`src/design/slpc_params.svh`:
```
`ifndef SLPC_PARAMS_SVH
`define SLPC_PARAMS_SVH
// What this block does
// - Oscillator enable is bit 8 for RC-trimmed, bit 9 for crystal.
// - Either enable bit set means reference enabled; both clear means off.
// - Reference on, idle bit clear: PLL regulates to the 32 kHz reference.
// - Sleep entry never changes the reference oscillator state.
// - Idle bit clear: PLL and master clock run in sleep if reference on.
// - Idle bit set: master, CPU, timer clocks stop except reference timers.
// - Idle clock-control bit is bit 10 of clock speed control, index 0x3d.
// - Arm bit 14 of index 0x38 gives asynchronous wake response in sleep.
// - Idle set and arm clear: only hardware reset ends sleep.
// - CPU clock stops in sleep; master clock runs only light, PLL whenever idle is clear.
// - Half-master timers run light only; reference timers light and mid.
// - Core held until reference oscillator restart delay has elapsed.
// - Sleep stops CPU, PLL and master clock if idle set, else CPU, plus master clock if reference off.
// - Reset always ends sleep at once, resuming at the reset vector.

// Register indices; byte address is four times the index
`define SLPC_IDX_DAC 8'h34
`define SLPC_IDX_IGC 8'h38
`define SLPC_IDX_CSC 8'h3d
`define SLPC_IDX_IRQ_STS 8'h40
`define SLPC_IDX_IRQ_MSK 8'h41
`define SLPC_IDX_STATE 8'h42

// Field positions
`define SLPC_CSC_MULT_LSB 0
`define SLPC_CSC_MULT_MSB 7
`define SLPC_CSC_RTO_EN_BIT 8
`define SLPC_CSC_CRO_EN_BIT 9
`define SLPC_CSC_IDLE_BIT 10
`define SLPC_IGC_ARM_BIT 14
`define SLPC_DAC_PDM_BIT 2
`define SLPC_IRQ_WAKE_BIT 0
`define SLPC_IRQ_OSC_RDY_BIT 1
`define SLPC_IRQ_SLEEP_BIT 2
`define SLPC_IRQ_W 3

// Reset values
`define SLPC_DAC_RST 16'h0000
`define SLPC_IGC_RST 16'h0000
`define SLPC_CSC_RST 16'h0000
`define SLPC_IRQ_RST 3'h0

// Timing
`define SLPC_CLK_PERIOD_NS 100
`define SLPC_RTO_START_NS 1000000
`define SLPC_CRO_START_NS 10000000
`endif

```
`src/design/slpc_pkg.sv`:
```
`default_nettype none
package slpc_pkg;

   typedef enum logic [1:0] {
      ST_RUN,
      ST_SLEEP,
      ST_RESTART
   } slpc_state_e;

   typedef struct packed {
      logic psel;
      logic penable;
      logic pwrite;
      logic [11:0] paddr;
      logic [31:0] pwdata;
   } slpc_apb_req_s;

   typedef struct packed {
      logic cpu;
      logic pll;
      logic pll_ref;
      logic mclk;
      logic ref_osc;
      logic rc_trimmed_oscillator;
      logic crystal_reference_oscillator;
      logic pdm;
      logic [1:0] timer;
   } slpc_clk_en_s;

endpackage : slpc_pkg
`default_nettype wire

```
`src/design/slpc_sync.sv`:
```
`timescale 1ns/1ps
`default_nettype none
module slpc_sync #(
   parameter int W = 1
) (
   input wire logic clk_sys_i,
   input wire logic sys_rst_i,
   input wire logic [W-1:0] d_i,
   output logic [W-1:0] q_o
);
   import slpc_pkg::*;

   typedef struct packed {
      logic [W-1:0] s1;
      logic [W-1:0] s2;
   } slpc_sync_st_s;

   slpc_sync_st_s state_reg, state_next;

   if (W < 1) begin : g_chk
      $error("slpc_sync: width must be at least one");
   end

   always_comb begin
      state_next.s1 = d_i;
      state_next.s2 = state_reg.s1;
   end

   always_ff @(posedge clk_sys_i) begin
      if (sys_rst_i) begin
         state_reg <= '0;
      end else begin
         state_reg <= state_next;
      end
   end

   assign q_o = state_reg.s2;
endmodule : slpc_sync
`default_nettype wire

```
`src/design/slpc_delay.sv`:
```
`timescale 1ns/1ps
`default_nettype none
module slpc_delay #(
   parameter int CNT_W = 17
) (
   input wire logic clk_sys_i,
   input wire logic sys_rst_i,
   input wire logic load_i,
   input wire logic [CNT_W-1:0] count_i,
   output logic busy_o
);
   import slpc_pkg::*;

   typedef struct packed {
      logic [CNT_W-1:0] cnt;
   } slpc_dly_st_s;

   slpc_dly_st_s state_reg, state_next;

   if (CNT_W < 2) begin : g_chk
      $error("slpc_delay: counter too narrow");
   end

   // A reload restarts the wait from count_i, even if that is shorter than what remains
   always_comb begin
      state_next = state_reg;
      if (load_i) begin
         state_next.cnt = count_i;
      end else if (state_reg.cnt != '0) begin
         state_next.cnt = state_reg.cnt - 1'b1;
      end
   end

   always_ff @(posedge clk_sys_i) begin
      if (sys_rst_i) begin
         state_reg <= '0;
      end else begin
         state_reg <= state_next;
      end
   end

   assign busy_o = (state_reg.cnt != '0);
endmodule : slpc_delay
`default_nettype wire

```
`src/design/slpc_top.sv`:
```
`timescale 1ns/1ps
`default_nettype none
`include "slpc_params.svh"
module slpc_top #(
   parameter int PORT_W = 12,
   parameter int CNT_W = 17,
   parameter int RTO_START_CYC =
      (`SLPC_RTO_START_NS + `SLPC_CLK_PERIOD_NS - 1) / `SLPC_CLK_PERIOD_NS,
   parameter int CRO_START_CYC =
      (`SLPC_CRO_START_NS + `SLPC_CLK_PERIOD_NS - 1) / `SLPC_CLK_PERIOD_NS
) (
   input wire logic clk_sys_i,
   input wire logic sys_rst_i,
   input wire slpc_pkg::slpc_apb_req_s apb_i,
   output logic [31:0] prdata_o,
   output logic pready_o,
   output logic pslverr_o,
   input wire logic sleep_req_i,
   input wire logic osc_crystal_i,
   input wire logic [1:0] timer_en_i,
   input wire logic [1:0] timer_src_ref_i,
   input wire logic [1:0] timer_uf_i,
   input wire logic [PORT_W-1:0] port_evt_i,
   output slpc_pkg::slpc_clk_en_s clk_en_o,
   output logic [7:0] pll_mult_o,
   output logic async_resp_o,
   output logic core_hold_o,
   output logic sleeping_o,
   output logic [PORT_W+1:0] wake_src_o,
   output logic wake_pulse_o,
   output logic irq_o
);
   import slpc_pkg::*;

   localparam int EVT_W = PORT_W + 2;

   typedef struct packed {
      slpc_state_e st;
      logic [15:0] dac_output_control;
      logic [15:0] interrupt_general_control;
      logic [15:0] clock_speed_control;
      logic [`SLPC_IRQ_W-1:0] irq_status;
      logic [`SLPC_IRQ_W-1:0] irq_mask;
      logic ref_prev;
      logic busy_prev;
      logic [EVT_W-1:0] wake_src;
      logic wake_pulse;
   } slpc_top_st_s;

   slpc_top_st_s state_reg, state_next;

   // ****************************************************
   // Parameter checks
   // ****************************************************
   if (PORT_W < 1 || CNT_W < 2 || RTO_START_CYC < 1 ||
       CRO_START_CYC < 1 || CRO_START_CYC >= (1 << CNT_W) ||
       RTO_START_CYC >= (1 << CNT_W)) begin : g_chk
      $error("slpc_top: parameters out of range");
   end

   // ****************************************************
   // Pin synchronisers
   // ****************************************************
   logic [EVT_W-1:0] evt_s;
   logic xtal_s;
   logic dly_busy;

   // Wake sources may toggle while every clock here is slow or stopped
   slpc_sync #(.W(EVT_W)) u_evt_sync (
      .clk_sys_i(clk_sys_i),
      .sys_rst_i(sys_rst_i),
      .d_i({timer_uf_i, port_evt_i}),
      .q_o(evt_s)
   );

   slpc_sync #(.W(1)) u_xtal_sync (
      .clk_sys_i(clk_sys_i),
      .sys_rst_i(sys_rst_i),
      .d_i(osc_crystal_i),
      .q_o(xtal_s)
   );

   // ****************************************************
   // Mode decode
   // ****************************************************
   logic idle, rto_bit, cro_bit, ref_en, arm, sleeping;
   logic pll_run, mclk_run, wake_ok, need_dly, dly_load;
   logic [1:0] timer_run;
   logic [EVT_W-1:0] evt_ok;
   logic [CNT_W-1:0] dly_count;

   assign idle = state_reg.clock_speed_control[`SLPC_CSC_IDLE_BIT];
   assign rto_bit = state_reg.clock_speed_control[`SLPC_CSC_RTO_EN_BIT];
   assign cro_bit = state_reg.clock_speed_control[`SLPC_CSC_CRO_EN_BIT];
   assign ref_en = rto_bit | cro_bit;
   assign arm = state_reg.interrupt_general_control[`SLPC_IGC_ARM_BIT];
   assign sleeping = (state_reg.st == ST_SLEEP);

   assign pll_run = sleeping ? ~idle : 1'b1;
   assign mclk_run = sleeping ? (~idle & ref_en) : 1'b1;

   // Reference timers follow the oscillator, others the master clock
   always_comb begin
      for (int i = 0; i < 2; i++) begin
         timer_run[i] = timer_en_i[i] &
            (timer_src_ref_i[i] ? ref_en : mclk_run);
      end
   end

   // A stopped timer cannot underflow, so its event is not a wake source
   assign evt_ok = evt_s & {timer_run, {PORT_W{1'b1}}};
   // Synchronous path needs the master clock; armed path needs nothing
   assign wake_ok = sleeping & (|evt_ok) &
      (arm | (~idle & ref_en));
   assign need_dly = idle | ~ref_en;
   assign dly_load = (ref_en & ~state_reg.ref_prev) |
      (wake_ok & need_dly);
   assign dly_count = xtal_s ? CNT_W'(CRO_START_CYC) :
      CNT_W'(RTO_START_CYC);

   slpc_delay #(.CNT_W(CNT_W)) u_delay (
      .clk_sys_i(clk_sys_i),
      .sys_rst_i(sys_rst_i),
      .load_i(dly_load),
      .count_i(dly_count),
      .busy_o(dly_busy)
   );

   // ****************************************************
   // APB decode
   // ****************************************************
   logic acc, wr, hit;
   logic [7:0] idx;
   logic [`SLPC_IRQ_W-1:0] irq_set, irq_clr;

   assign acc = apb_i.psel & apb_i.penable;
   assign wr = acc & apb_i.pwrite;
   assign idx = apb_i.paddr[9:2];

   always_comb begin
      hit = 1'b1;
      prdata_o = 32'h0000_0000;
      case (idx)
         `SLPC_IDX_DAC: begin
            prdata_o = {16'h0000, state_reg.dac_output_control};
         end
         `SLPC_IDX_IGC: begin
            prdata_o = {16'h0000, state_reg.interrupt_general_control};
         end
         `SLPC_IDX_CSC: begin
            prdata_o = {16'h0000, state_reg.clock_speed_control};
         end
         `SLPC_IDX_IRQ_STS: begin
            prdata_o = {29'h0000_0000, state_reg.irq_status};
         end
         `SLPC_IDX_IRQ_MSK: begin
            prdata_o = {29'h0000_0000, state_reg.irq_mask};
         end
         `SLPC_IDX_STATE: begin
            prdata_o = {27'h0000_0000, ref_en, xtal_s, dly_busy,
               state_reg.st};
         end
         default: begin
            hit = 1'b0;
         end
      endcase
      if (apb_i.paddr[11:10] != 2'h0 || apb_i.paddr[1:0] != 2'h0) begin
         hit = 1'b0;
         prdata_o = 32'h0000_0000;
      end
   end

   // Zero wait states: every access completes in its first access cycle
   assign pready_o = 1'b1;
   assign pslverr_o = acc & ~hit;

   assign irq_clr = (wr && hit && idx == `SLPC_IDX_IRQ_STS) ?
      apb_i.pwdata[`SLPC_IRQ_W-1:0] : '0;

   // ****************************************************
   // Next state
   // ****************************************************
   always_comb begin
      state_next = state_reg;
      state_next.wake_pulse = 1'b0;
      state_next.ref_prev = ref_en;
      state_next.busy_prev = dly_busy;
      irq_set = '0;
      if (wr && hit) begin
         case (idx)
            `SLPC_IDX_DAC: begin
               state_next.dac_output_control = apb_i.pwdata[15:0];
            end
            `SLPC_IDX_IGC: begin
               state_next.interrupt_general_control = apb_i.pwdata[15:0];
            end
            `SLPC_IDX_CSC: begin
               state_next.clock_speed_control = apb_i.pwdata[15:0];
            end
            `SLPC_IDX_IRQ_MSK: begin
               state_next.irq_mask = apb_i.pwdata[`SLPC_IRQ_W-1:0];
            end
            default: begin
            end
         endcase
      end
      case (state_reg.st)
         ST_RUN: begin
            if (sleep_req_i) begin
               state_next.st = ST_SLEEP;
               irq_set[`SLPC_IRQ_SLEEP_BIT] = 1'b1;
            end
         end
         ST_SLEEP: begin
            if (wake_ok) begin
               state_next.wake_src = evt_ok;
               if (need_dly) begin
                  state_next.st = ST_RESTART;
               end else begin
                  state_next.st = ST_RUN;
                  state_next.wake_pulse = 1'b1;
                  irq_set[`SLPC_IRQ_WAKE_BIT] = 1'b1;
               end
            end
         end
         ST_RESTART: begin
            // Counter starts the cycle after the load, so wait for it
            if (!dly_busy && state_reg.busy_prev) begin
               state_next.st = ST_RUN;
               state_next.wake_pulse = 1'b1;
               irq_set[`SLPC_IRQ_WAKE_BIT] = 1'b1;
            end
         end
         default: begin
            state_next.st = ST_RUN;
         end
      endcase
      irq_set[`SLPC_IRQ_OSC_RDY_BIT] = state_reg.busy_prev & ~dly_busy;
      // Set beats a clear in the same cycle
      state_next.irq_status = (state_reg.irq_status & ~irq_clr) | irq_set;
   end

   always_ff @(posedge clk_sys_i) begin
      if (sys_rst_i) begin
         state_reg.st <= ST_RUN;
         state_reg.dac_output_control <= `SLPC_DAC_RST;
         state_reg.interrupt_general_control <= `SLPC_IGC_RST;
         state_reg.clock_speed_control <= `SLPC_CSC_RST;
         state_reg.irq_status <= `SLPC_IRQ_RST;
         state_reg.irq_mask <= `SLPC_IRQ_RST;
         state_reg.ref_prev <= 1'b0;
         state_reg.busy_prev <= 1'b0;
         state_reg.wake_src <= '0;
         state_reg.wake_pulse <= 1'b0;
      end else begin
         state_reg <= state_next;
      end
   end

   // ****************************************************
   // Outputs
   // ****************************************************
   assign clk_en_o.cpu = (state_reg.st == ST_RUN) & ~dly_busy;
   assign clk_en_o.pll = pll_run;
   assign clk_en_o.pll_ref = ref_en & ~idle;
   assign clk_en_o.mclk = mclk_run;
   // Oscillator enable ignores the sleep state entirely
   assign clk_en_o.ref_osc = ref_en;
   assign clk_en_o.rc_trimmed_oscillator = ~xtal_s & rto_bit;
   assign clk_en_o.crystal_reference_oscillator = xtal_s & cro_bit;
   assign clk_en_o.pdm =
      state_reg.dac_output_control[`SLPC_DAC_PDM_BIT] & ~sleeping;
   assign clk_en_o.timer = timer_run;
   assign pll_mult_o =
      state_reg.clock_speed_control[`SLPC_CSC_MULT_MSB:`SLPC_CSC_MULT_LSB];
   assign async_resp_o = sleeping & arm;
   assign core_hold_o = (state_reg.st != ST_RUN) | dly_busy;
   assign sleeping_o = sleeping;
   assign wake_src_o = state_reg.wake_src;
   assign wake_pulse_o = state_reg.wake_pulse;
   assign irq_o = |(state_reg.irq_status & state_reg.irq_mask);
endmodule : slpc_top
`default_nettype wire

```
`config.mk`:
```
export PLATFORM = sky130hd
export DESIGN_NAME = slpc_top
export DESIGN_NICKNAME = d
export VERILOG_FILES = /design/src/design/slpc_pkg.sv /design/src/design/slpc_sync.sv /design/src/design/slpc_delay.sv /design/src/design/slpc_top.sv
export VERILOG_INCLUDE_DIRS = /design/src /design/src/design
export SDC_FILE = /design/constraint.sdc
export NUM_CORES = 1
export LEC_CHECK = 0
export ABC_AREA = 0
export BUFFER_PORTS_ARGS = -buffer_cell sky130_fd_sc_hd__buf_2
export CORE_MARGIN = 2
export CORE_UTILIZATION = 30
export CTS_BUF_LIST = sky130_fd_sc_hd__clkbuf_16
export DETAILED_ROUTE_END_ITERATION = 7
export PLACE_DENSITY_LB_ADDON = 0.2
export SKIP_CTS_REPAIR_TIMING = 1
export SLEW_MARGIN = 20
export SYNTH_ARGS = -nofsm -noshare
export SYNTH_HDL_FRONTEND = slang
export SYNTH_SLANG_ARGS = --single-unit
```
`constraint.sdc`:
```
create_clock -name clk_sys_i -period 3.1 [get_ports clk_sys_i]
set_clock_uncertainty 0.1 [all_clocks]
set_input_delay 0.155 -clock clk_sys_i [delete_from_list [all_inputs] [get_ports clk_sys_i]]
set_output_delay 0.155 -clock clk_sys_i [all_outputs]
set_load 0.01 [all_outputs]
```
==> impl_metrics.toml <==
[layout]
syn_to_final_growth_pct = 27.5
multi_input_area_um2 = 2440
insertedDiodeCount = 0
regArea_um2 = 2400
design_area_um2 = 6720
largest_reg_flops = 46
fillers = 1773
final_layout_size_suffix_gt1_frac = 0.211
stdcell_count = 985
final_nets = 820

[clock_network]
numCtsBuffers = 17
clock-sinks = 120
clockRootBuffer = "clkbuf_16"
cts.clk_slew.worst_paths_ns = 0.06
clkLatencyLatePin_ns = 0.41
cts_tree = "built"
htreeDepth = 4
cts_max_path_buffers = 2

[floorplanning]
fp.dieW_um = 137
die_h_um = 137
initial_core_util = 0.306
io-pin-count = 140
dieArea_um2 = 18600
coreArea_um2 = 17200
core.rowCount = 48

[critical_path]
required_ns = 3.28
crit_fanout = 15
worstSetupStartpointType = "flop"
arrival_ns = 2.68
max_stage_delay_ns = 0.83
reg2regPathDepth = 7
crit_type = "flop to flop"
r2r_end = "wake_src_o[11]"
crit_path_cell_trace = "inv_1 -> ha_1 -> o22ai_1 -> a31oi_1 -> a21oi_2 -> mux2i_1 -> nor2_1"
rrSetupSlack_ns = 0.60
cpMaxStageDelayCell = "a21oi_2"
reg2reg_from = "state_reg[72]"
worst-path-buf-inv = 1
path_delay_family = "compound AO/OA/AOI/OAI gates"
end_kind = "flop"

[grt]
gr-total-overflow = 0
antenna_found_initial = 0
grt_pass1_vias = 4318
grt_use_total = 0.155
grt_max_degree = 51
grt_pass1_wl_um = 22200

[synth]
synth_top_area_share = 0.456
async_flop_share = 0
ys_seq_area_frac = 0.456
synthTopCellsByArea = "dfxtp_1 (46%), nand2_1 (9.2%), a21oi_1 (6.4%)"
yosysTopAreaCell = "dfxtp_1"
synth_edf_count = 0
synth_ff_type = "dfxtp_1"
syn_area_per_cell_um2 = 8.31
ys_types = 52
netlist_area_um2 = 5270
yosys_warnings = 0
yosysMostFrequentCell = "nand2_1"
ys_seq_elements = 120
synth_common_cells = "nand2_1 (129), dfxtp_1 (120), a21oi_1 (67)"
synth_cells = 634

[sta]
tightest_slew_ns = 0.989
slew-limit-headroom = 0.340
rsz0062_at_grt = "no"
clock.fmax_ghz = 0.399
timing.setup.tns_ns = 0
hold_viol = 0
report.final.slew_viol_count = 0
setup_slack_ns = 0.597
period_share = 0.808
setup_viol = 0
finalWorstPathRequiredPeriod_ns = 2.50

[detailed_routing]
routed_wl_um = 14200
drtPass1Iterations = 4
viasPerCell = 4.68
vias = 4606
drt_iter0_drc = 217
ant_nets = 0
drc_errors = 0
wl_per_cell_um = 14.5

[status]
status = "finished clean"

[pwr]
power.internal_uw = 3210
peakVddDrop_mv = 0.417
pwr_density_cell_nw_per_um2 = 676
p_leak_uw = 0.00264
switching_power_uw = 1330
p_clk_frac = 0.434
p_sw_frac = 0.293
combPwrFrac = 0.185
seqPwrFrac = 0.381

[place]
finalWeightedCongestion = 0.811
pre_cts_ws_ns = 0.606
port_buffers = 106
postPlaceCellArea_um2 = 5800
dpl.hpwl_um = 10200
dp_cells = 921

[hold_path]
min_from = "timer_en_i[0]"
hold_depth = 3
min_path_type = "primary input to flop"
holdPathEnd = "wake_src_o[12]"

[job]
maxCapViolations = 0
area by class of cell:
type | count | share of cell area
repair buffers | 151 | 0.142
clock buffers | 17 | 0.0633
multi-input cells | 445 | 0.364
well taps | 225 | 0.0419
flip-flops and latches | 120 | 0.358
clock inverters | 15 | 0.0251
inverters | 12 | 0.00671
metal layers:
metal	part of all wire	vias up	global-route usage
li1	-	2315	-
met1	0.46	2146	0.197
met2	0.47	127	0.249
met3	0.052	18	0.0393
met4	0.017	0	0.0648
met5	0	-	0
cells in the final DEF, fill, tap and decap left out, types with 3 or more instances in the layout:
| master | n |
|---|---|
| mux2i_1 | 15 |
| a22oi_1 | 18 |
| nor2b_1 | 36 |
| conb_1 | 17 |
| nand2b_1 | 5 |
| a222oi_1 | 3 |
| nor2_1 | 40 |
| dlygate4sd3_1 | 32 |
| and2_1 | 6 |
| or3_1 | 4 |
| clkbuf_16 | 17 |
| nand3_1 | 15 |
| a21oi_1 | 67 |
| nor4_1 | 10 |
| nand3b_1 | 4 |
| buf_2 | 105 |
| buf_4 | 14 |
| xor2_1 | 6 |
| a31oi_1 | 5 |
| o31ai_1 | 6 |
| clkinvlp_4 | 4 |
| nand2_1 | 129 |
| xnor2_1 | 9 |
| ha_1 | 4 |
| clkinv_4 | 3 |
| inv_1 | 12 |
| inv_6 | 6 |
| dfxtp_1 | 120 |
| nor3_1 | 8 |
| o21ai_0 | 4 |
cell families after synthesis:
family | after synthesis | share of synthesized area
flip-flops | 120 | 0.456
multiplexers | 17 | 0.0328
AND/OR/NAND/NOR | 273 | 0.246
buffers and inverters | 84 | 0.0919
AO/OA/AOI/OAI | 119 | 0.138
adder cells (fa/ha/maj) | 4 | 0.00950
XOR/XNOR | 15 | 0.0249
other | 2 | 0.00143
stage by stage:
step / total power, uW / hold slack, ns / util
6_report: 4540 / 0.0533 / 0.390
4_1_cts: 4550 / -0.174 / 0.371
5_1_grt: 4790 / 0.0634 / 0.390
2_1_floorplan: 2350 / 0.183 / -
3_5_place_dp: 2560 / 0.268 / 0.337
3_3_place_gp: 2550 / 0.261 / 0.337
worst register-to-register path, cell delays in order (launching register included):
cell and delay (ns):
dfxtp_1 0.35, inv_1 0.08, ha_1 0.25, o22ai_1 0.20
a31oi_1 0.21, a21oi_2 0.83, mux2i_1 0.27, nor2_1 0.06
power by group through the flow:
stage	registers, uW	clock network [uW]	logic [uW]
global route	1740	2080	959
CTS	1730	2010	810
finish	1730	1970	840
detailed placement	1760	0	799
floorplan	1740	0	612
global placement	1760	0	791
worst max-delay path by stage:
| stage | from | to | slack, ns | depth (start not counted) |
|---|---|---|---|---|
| global route | rto_bit | u_delay.state_reg[1] | 0.35 | 6 |
| CTS | state_reg[72] | wake_src_o[11] | 0.58 | 7 |
| detailed placement | state_reg[72] | wake_src_o[11] | 0.61 | 7 |
| floorplan | state_reg[72] | wake_src_o[4] | 0.84 | 9 |
| global placement | state_reg[72] | wake_src_o[3] | 0.63 | 7 |
| finish | state_reg[72] | wake_src_o[11] | 0.60 | 7 |
No activity file was read; power rests on OpenSTA's default activity.
